--- src/common/imc_defs.svh ---
`ifndef IMC_DEFS_SVH
`define IMC_DEFS_SVH

// Register byte offsets within the slave window
`define IMC_OFS_MODE     8'h34
`define IMC_OFS_STAT     8'h40

// One 8-bit slot per source inside the mode register
`define IMC_SLOT_W       8
`define IMC_NUM_SLOTS    4
`define IMC_FIELD_W      6
`define IMC_LVL_LSB      0
`define IMC_LVL_MSB      2
`define IMC_ROUTE_BIT    3
`define IMC_SENSE_LSB    4
`define IMC_SENSE_MSB    5

// Slot index of each source: 52 at bits 7..0 up to 55 at bits 31..24
`define IMC_SLOT_SRC52   0
`define IMC_SLOT_SRC53   1
`define IMC_SLOT_SRC54   2
`define IMC_SLOT_SRC55   3

// Sensitivity codes; 00 and 01 detect nothing here
`define IMC_SENSE_FALL   2'h2
`define IMC_SENSE_RISE   2'h3

`define IMC_LVL_OFF      3'h0
`define IMC_FIELD_RST    6'h00
`define IMC_STAT_RST     4'h0
`define IMC_DATA_ZERO    32'h0000_0000

`endif

--- src/common/imc_pkg.sv ---
package imc_pkg;

    typedef enum logic [1:0] {
        IMC_BUS_IDLE = 2'b01,
        IMC_BUS_ACK  = 2'b10
    } imc_bus_e;

    typedef logic [2:0] imc_level_t;
    typedef logic [1:0] imc_sense_t;

endpackage

--- src/logic/imc_mode_slice.sv ---
`timescale 1ns/1ps
`include "imc_defs.svh"

module imc_mode_slice
    import imc_pkg::*;
#(
    parameter int ADDR_W   = 8,
    parameter int CHANNELS = 8
)
(
    input  wire logic                    i_clk,
    input  wire logic                    i_nrst,
    input  wire logic [ADDR_W-1:0]       i_avs_address,
    input  wire logic                    i_avs_read,
    input  wire logic                    i_avs_write,
    input  wire logic [31:0]             i_avs_writedata,
    input  wire logic [3:0]              i_avs_byteenable,
    output logic [31:0]                  o_avs_readdata,
    output logic                         o_avs_waitrequest,
    input  wire logic                    i_compare_event_7,
    input  wire logic                    i_dma_done_event_0,
    input  wire logic                    i_dma_done_event_1,
    output logic [`IMC_NUM_SLOTS-1:0]    o_cpu_req,
    output logic [3*`IMC_NUM_SLOTS-1:0]  o_cpu_level,
    output logic [CHANNELS-1:0]          o_dma_trig
);

    imc_bus_e                   bus_state_reg;
    imc_bus_e                   bus_state_next;
    logic [31:0]                rdata_reg;
    logic [31:0]                rdata_next;
    logic [`IMC_FIELD_W-1:0]    field_reg [`IMC_NUM_SLOTS];
    logic [`IMC_FIELD_W-1:0]    field_next [`IMC_NUM_SLOTS];
    logic [`IMC_NUM_SLOTS-1:0]  stat_reg;
    logic [`IMC_NUM_SLOTS-1:0]  stat_next;
    logic [`IMC_NUM_SLOTS-1:0]  slot_src;
    logic [`IMC_NUM_SLOTS-1:0]  slot_event;
    logic [CHANNELS-1:0]        slot_dma [`IMC_NUM_SLOTS];
    logic                       req_any;
    logic                       bus_ack;
    logic                       hit_mode;
    logic                       hit_stat;
    logic [31:0]                mode_word;

    // Packs the stored fields back into the slot layout; bits 7..6 read zero
    function automatic logic [31:0] pack_mode(input logic [`IMC_FIELD_W-1:0] f [`IMC_NUM_SLOTS]);
        pack_mode = `IMC_DATA_ZERO;
        for (int s = 0; s < `IMC_NUM_SLOTS; s++)
        begin
            pack_mode[s*`IMC_SLOT_W +: `IMC_FIELD_W] = f[s];
        end
    endfunction

    function automatic logic addr_is(input logic [ADDR_W-1:0] a, input logic [7:0] ofs);
        addr_is = (a == ADDR_W'(ofs));
    endfunction

    // Field pickers; the slot instances and the checks share one decode
    function automatic imc_sense_t slot_sense(input logic [`IMC_FIELD_W-1:0] f);
        slot_sense = f[`IMC_SENSE_MSB:`IMC_SENSE_LSB];
    endfunction

    function automatic logic slot_route(input logic [`IMC_FIELD_W-1:0] f);
        slot_route = f[`IMC_ROUTE_BIT];
    endfunction

    function automatic imc_level_t slot_level(input logic [`IMC_FIELD_W-1:0] f);
        slot_level = f[`IMC_LVL_MSB:`IMC_LVL_LSB];
    endfunction

    assign req_any  = i_avs_read | i_avs_write;
    assign bus_ack  = (bus_state_reg == IMC_BUS_ACK);
    assign hit_mode = addr_is(i_avs_address, `IMC_OFS_MODE);
    assign hit_stat = addr_is(i_avs_address, `IMC_OFS_STAT);
    // Packed view, so the checks can look back at a plain vector
    assign mode_word = pack_mode(field_reg);

    // One wait cycle: the read word is registered before it is offered
    assign o_avs_waitrequest = req_any & ~bus_ack;
    assign o_avs_readdata    = rdata_reg;

    always_comb
    begin
        bus_state_next = bus_state_reg;
        rdata_next     = rdata_reg;
        case (bus_state_reg)
            IMC_BUS_IDLE:
            begin
                if (req_any)
                begin
                    bus_state_next = IMC_BUS_ACK;
                    // Unmapped reads answer zero rather than stall
                    if (i_avs_read && hit_mode)
                    begin
                        rdata_next = pack_mode(field_reg);
                    end
                    else if (i_avs_read && hit_stat)
                    begin
                        rdata_next = {{(32-`IMC_NUM_SLOTS){1'b0}}, stat_reg};
                    end
                    else
                    begin
                        rdata_next = `IMC_DATA_ZERO;
                    end
                end
            end
            IMC_BUS_ACK:
            begin
                bus_state_next = IMC_BUS_IDLE;
            end
            default:
            begin
                bus_state_next = IMC_BUS_IDLE;
            end
        endcase
    end

    always_ff @(posedge i_clk or negedge i_nrst)
    begin
        if (!i_nrst)
        begin
            bus_state_reg <= IMC_BUS_IDLE;
            rdata_reg     <= `IMC_DATA_ZERO;
        end
        else
        begin
            bus_state_reg <= bus_state_next;
            rdata_reg     <= rdata_next;
        end
    end

    // Writes land on the acknowledge edge; each byte lane is one slot
    always_comb
    begin
        for (int s = 0; s < `IMC_NUM_SLOTS; s++)
        begin
            field_next[s] = field_reg[s];
            if (bus_ack && i_avs_write && hit_mode && i_avs_byteenable[s])
            begin
                field_next[s] = i_avs_writedata[s*`IMC_SLOT_W +: `IMC_FIELD_W];
            end
        end
        stat_next = stat_reg;
        if (bus_ack && i_avs_write && hit_stat)
        begin
            stat_next = stat_reg & ~i_avs_writedata[`IMC_NUM_SLOTS-1:0];
        end
        // A fresh edge in the clearing cycle is kept
        stat_next = stat_next | slot_event;
    end

    always_ff @(posedge i_clk or negedge i_nrst)
    begin
        if (!i_nrst)
        begin
            for (int s = 0; s < `IMC_NUM_SLOTS; s++)
            begin
                field_reg[s] <= `IMC_FIELD_RST;
            end
            stat_reg <= `IMC_STAT_RST;
        end
        else
        begin
            for (int s = 0; s < `IMC_NUM_SLOTS; s++)
            begin
                field_reg[s] <= field_next[s];
            end
            stat_reg <= stat_next;
        end
    end

    // Slot 53 has no source behind it, so its fields stay inert
    assign slot_src[`IMC_SLOT_SRC52] = i_compare_event_7;
    assign slot_src[`IMC_SLOT_SRC53] = 1'b0;
    assign slot_src[`IMC_SLOT_SRC54] = i_dma_done_event_0;
    assign slot_src[`IMC_SLOT_SRC55] = i_dma_done_event_1;

    for (genvar g = 0; g < `IMC_NUM_SLOTS; g++)
    begin : g_slot
        imc_slot #(
            .CHANNELS (CHANNELS)
        ) u_slot (
            .i_clk       (i_clk),
            .i_nrst      (i_nrst),
            .i_src       (slot_src[g]),
            .i_sense     (slot_sense(field_reg[g])),
            .i_dma_route (slot_route(field_reg[g])),
            .i_level     (slot_level(field_reg[g])),
            .o_event     (slot_event[g]),
            .o_cpu_req   (o_cpu_req[g]),
            .o_cpu_level (o_cpu_level[3*g +: 3]),
            .o_dma_trig  (slot_dma[g])
        );
    end

    // Several slots may pick one channel; their triggers merge
    always_comb
    begin
        o_dma_trig = '0;
        for (int s = 0; s < `IMC_NUM_SLOTS; s++)
        begin
            o_dma_trig = o_dma_trig | slot_dma[s];
        end
    end
endmodule

--- src/logic/imc_slot.sv ---
`timescale 1ns/1ps
`include "imc_defs.svh"

module imc_slot
    import imc_pkg::*;
#(
    parameter int CHANNELS = 8
)
(
    input  wire logic                i_clk,
    input  wire logic                i_nrst,
    input  wire logic                i_src,
    input  wire imc_pkg::imc_sense_t i_sense,
    input  wire logic                i_dma_route,
    input  wire imc_pkg::imc_level_t i_level,
    output logic                     o_event,
    output logic                     o_cpu_req,
    output imc_pkg::imc_level_t      o_cpu_level,
    output logic [CHANNELS-1:0]      o_dma_trig
);

    logic                src_d_reg;
    logic                src_d_next;
    logic                event_reg;
    logic                event_next;
    logic                cpu_req_reg;
    logic                cpu_req_next;
    imc_level_t          level_reg;
    imc_level_t          level_next;
    logic [CHANNELS-1:0] dma_reg;
    logic [CHANNELS-1:0] dma_next;
    logic                edge_hit;

    function automatic logic detect(input imc_sense_t sense, input logic now, input logic was);
        case (sense)
            `IMC_SENSE_FALL: detect = was & ~now;
            `IMC_SENSE_RISE: detect = now & ~was;
            default:         detect = 1'b0;
        endcase
    endfunction

    assign edge_hit = detect(i_sense, i_src, src_d_reg);

    always_comb
    begin
        src_d_next   = i_src;
        event_next   = edge_hit;
        level_next   = i_level;
        // Level 000 switches the processor request off
        cpu_req_next = edge_hit & ~i_dma_route & (i_level != `IMC_LVL_OFF);
        dma_next     = '0;
        if (edge_hit && i_dma_route)
        begin
            dma_next[i_level] = 1'b1;
        end
    end

    always_ff @(posedge i_clk or negedge i_nrst)
    begin
        if (!i_nrst)
        begin
            src_d_reg   <= 1'b0;
            event_reg   <= 1'b0;
            cpu_req_reg <= 1'b0;
            level_reg   <= `IMC_LVL_OFF;
            dma_reg     <= '0;
        end
        else
        begin
            src_d_reg   <= src_d_next;
            event_reg   <= event_next;
            cpu_req_reg <= cpu_req_next;
            level_reg   <= level_next;
            dma_reg     <= dma_next;
        end
    end

    assign o_event     = event_reg;
    assign o_cpu_req   = cpu_req_reg;
    assign o_cpu_level = level_reg;
    assign o_dma_trig  = dma_reg;
endmodule

--- config.mk ---
export PLATFORM = sky130hd
export DESIGN_NAME = imc_mode_slice
export DESIGN_NICKNAME = d
export VERILOG_FILES = /design/src/common/imc_pkg.sv /design/src/logic/imc_mode_slice.sv /design/src/logic/imc_slot.sv
export VERILOG_INCLUDE_DIRS = /design/src /design/src/common
export SDC_FILE = /design/constraint.sdc
export NUM_CORES = 1
export LEC_CHECK = 0
export ABC_CLOCK_PERIOD_IN_PS = 1650
export BUFFER_PORTS_ARGS = -buffer_cell sky130_fd_sc_hd__buf_2
export CORE_ASPECT_RATIO = 0.7
export CORE_UTILIZATION = 51
export CTS_CLUSTER_DIAMETER = 150
export DETAILED_ROUTE_END_ITERATION = 6
export PLACE_DENSITY = 0.79
export SYNTH_ARGS = -nofsm -noshare
export SYNTH_HDL_FRONTEND = slang
export SYNTH_SLANG_ARGS = --single-unit
--- constraint.sdc ---
create_clock -name i_clk -period 1.65 [get_ports i_clk]
set_clock_uncertainty 0.1 [all_clocks]
set_input_delay 0.2475 -clock i_clk [delete_from_list [all_inputs] [get_ports i_clk]]
set_output_delay 0.2475 -clock i_clk [all_outputs]
set_load 0.05 [all_outputs]
==> impl_metrics.toml <==
[run]
max-cap-violations = 0

[place]
replace_congestion = 0.784
placed_cell_area_um2 = 4360
port_buffers = 90
hpwl_after_detailed_placement_um = 5400

[worst_setup_path]
required_ns = 1.30
worst_setup_path_end_kind = "output port"
r2r_setup_slk_ns = 0.02
critPathArrivalTime_ns = 1.30
start_kind = "register"
cp_max_fo = 4
critical_path_class = "register to output port"

[yosys]
synth.top_cells.by_count = "sky130_fd_sc_hd__dfrtp_1, sky130_fd_sc_hd__mux2_2, sky130_fd_sc_hd__a22o_1, sky130_fd_sc_hd__nor3_1, sky130_fd_sc_hd__buf_4"
ys_async_sr_fraction_pct = 100
synthesis.area_um2 = 3700
synth.most_common_cell = "sky130_fd_sc_hd__dfrtp_1"
post_synthesis_sequential_element_count = 99
synth.yosys.warnings = 0
ys_types = 35
synth_top_area_cell = "sky130_fd_sc_hd__dfrtp_1"
netlist.area_leader.share_pct = 66.2
synth.area.top_cells = "sky130_fd_sc_hd__dfrtp_1, sky130_fd_sc_hd__mux2_2, sky130_fd_sc_hd__a22o_1"
synth_flop_cell = "sky130_fd_sc_hd__dfrtp_1"
postSynthCellCount = 264
postSynthAreaPerCell_um2 = 14.0
synth_sequential_area_ratio_pct = 66.9
synth_edf_count = 0

[detailed_routing]
drtAntennaViolNets = 0
post_drt_via_cell_ratio = 5.34
drt_iter0_markers = 105
post_drt_wl_per_cell_um = 16.3
wl_um = 7840
via_count = 2568
drt-pass1-iter-count = 5
detail_route.drc_violations = 0

[layout]
insertedDiodeCount = 0
fraction_of_final_layout_cells_with_drive_strength_greater_than_1_pct = 41.6
syn_to_final_growth_pct = 32.2
net_count_reported_at_finish = 433
final_cell_area_um2 = 4900
final_core_util_pct = 71.1

[pwr]
power-per-cell-area_nw_per_um2 = 961
vdd_ir_drop_max_mv = 0.639
totalPowerFinal_mw = 4.71
leakagePower_nw = 2.57

[sta]
fmax_mhz = 609
report.final.setup_viol = 0
rsz_0062_raised_after_global_routing = "yes"
timing_hold_violations_final = 0
final_max_slew_viol_count = 0
fin_crit_sh_pct = 99.6
layout_min_cycle_time_ns = 1.64

[clocking]
clkSinkCount = 99
cts_tree = "yes"
insertion_delay_ns = 0.36
cts_max_level = 3
clk_root_buffer_cell = "sky130_fd_sc_hd__clkbuf_8"
post-cts-setup-buffer-count = 0
cts_inserted_buffers = 9
cts-root-to-sink-buffers = 2
clock_slew_at_reported_path_ffs_ns = 0.09

[min_path]
timing.hold.worst.class = "primary input to register"

[floorplan]
die_w_um = 104
floorplan.rows = 25
overall_die_area_um2 = 7610
core_ar_um2 = 6880
start_util_pct = 53.8
io-pin-count = 108
die_height_um = 73.3

[global_route]
grt_overflow = 0
antenna_found_initial = 0
global_route.usage.total_pct = 21.6
pin_count_of_the_biggest_net_entering_global_routing = 29
grt_pass1_wl_um = 12200
first_global_vias = 2431

[outcome]
status = "complete, no violations"
[cell type report]
cell class / count / area (µm²)
flip-flops and latches: 99 / 2480
clock inverters: 6 / 88.8
well taps: 94 / 118
repair buffers: 118 / 838
clock buffers: 10 / 138
multi-input cells: 145 / 1200
inverters: 9 / 33.8
fillers: 484 / 1990
[metrics by stage]
stage	TNS, ns	setup WS [ns]	hold WS (ns)	cells
after detailed placement	-0.339	-0.0514	0.0986	452
final	0	0.00674	0.0169	481
after global placement	0	0.00392	0.0910	452
after CTS	-0.0174	-0.0174	0.000773	477
after floorplan	0	0.0194	-0.148	272
after global routing	-0.352	-0.0482	0.00111	481
[placed cells by master, fill, tap and decap left out, types with 2 or more instances in the layout]
cell type,n
sky130_fd_sc_hd__a21boi_0,5
sky130_fd_sc_hd__a221o_1,4
sky130_fd_sc_hd__a22o_1,20
sky130_fd_sc_hd__a31oi_1,3
sky130_fd_sc_hd__and3b_1,3
sky130_fd_sc_hd__buf_12,6
sky130_fd_sc_hd__buf_2,80
sky130_fd_sc_hd__buf_4,9
sky130_fd_sc_hd__buf_6,8
sky130_fd_sc_hd__buf_8,2
sky130_fd_sc_hd__bufinv_16,2
sky130_fd_sc_hd__clkbuf_8,10
sky130_fd_sc_hd__clkinvlp_4,2
sky130_fd_sc_hd__conb_1,9
sky130_fd_sc_hd__dfrtp_1,98
sky130_fd_sc_hd__dlygate4sd3_1,13
sky130_fd_sc_hd__inv_1,8
sky130_fd_sc_hd__mux2_2,5
sky130_fd_sc_hd__mux2_4,19
sky130_fd_sc_hd__nand2_1,7
sky130_fd_sc_hd__nand2b_1,7
sky130_fd_sc_hd__nand4_1,4
sky130_fd_sc_hd__nor2_1,3
sky130_fd_sc_hd__nor3_1,20
sky130_fd_sc_hd__nor3b_1,3
sky130_fd_sc_hd__nor4_1,8
sky130_fd_sc_hd__nor4b_1,2
sky130_fd_sc_hd__o21ai_1,3
sky130_fd_sc_hd__or3_4,7
[layer usage]
layer / vias to the layer above / global-route usage, % / wire length (µm)
li1: 1183 / - / -
met1: 1284 / 30.3 / 3630
met2: 92 / 33.4 / 3740
met3: 9 / 6.48 / 390
met4: 0 / 5.71 / 80
met5: - / 0 / 0
[report_power, final]
part           switching, mW  total, mW  internal (mW)
Clock                  0.790       1.68          0.894
Sequential            0.0435       2.51           2.47
Combinational          0.324      0.507          0.183
Total                   1.16       4.71           3.55
[worst paths after layout]
kind | from | cells after the start | end
setup reg to reg | bus_state_reg[0] | 4 | field_reg[12]
setup / recovery | bus_state_reg[0] | 3 | o_avs_waitrequest
hold / removal | i_avs_writedata[10] | 2 | field_reg[14]
hold reg to reg | field_reg[14] | 0 | g_slot[1].u_slot.o_cpu_level[2]
max in group asynchronous | i_nrst | 3 | bus_state_reg[0]
min in group asynchronous | i_nrst | 2 | g_slot[1].u_slot.o_cpu_level[2]
[repair_timing]
action                                 CTS  global route
pin swaps                                2             6
hold buffers                             9             4
setup endpoints to repair                8            33
resized for setup                       17            34
endpoints found under the hold margin   32             4
[critical path, stage by stage (launching register included)]
cell                       delay [ns]
sky130_fd_sc_hd__dfstp_2         0.57
sky130_fd_sc_hd__inv_2           0.05
sky130_fd_sc_hd__a21boi_2        0.15
sky130_fd_sc_hd__buf_6           0.17
[kinds of logic after synthesis]
family | share of synthesized area, %
flip-flops | 66.9
other | 0.101
AO/OA/AOI/OAI | 7.94
AND/OR/NAND/NOR | 13.3
multiplexers | 7.29
buffers and inverters | 4.49
(Power assumes the default switching activity.)
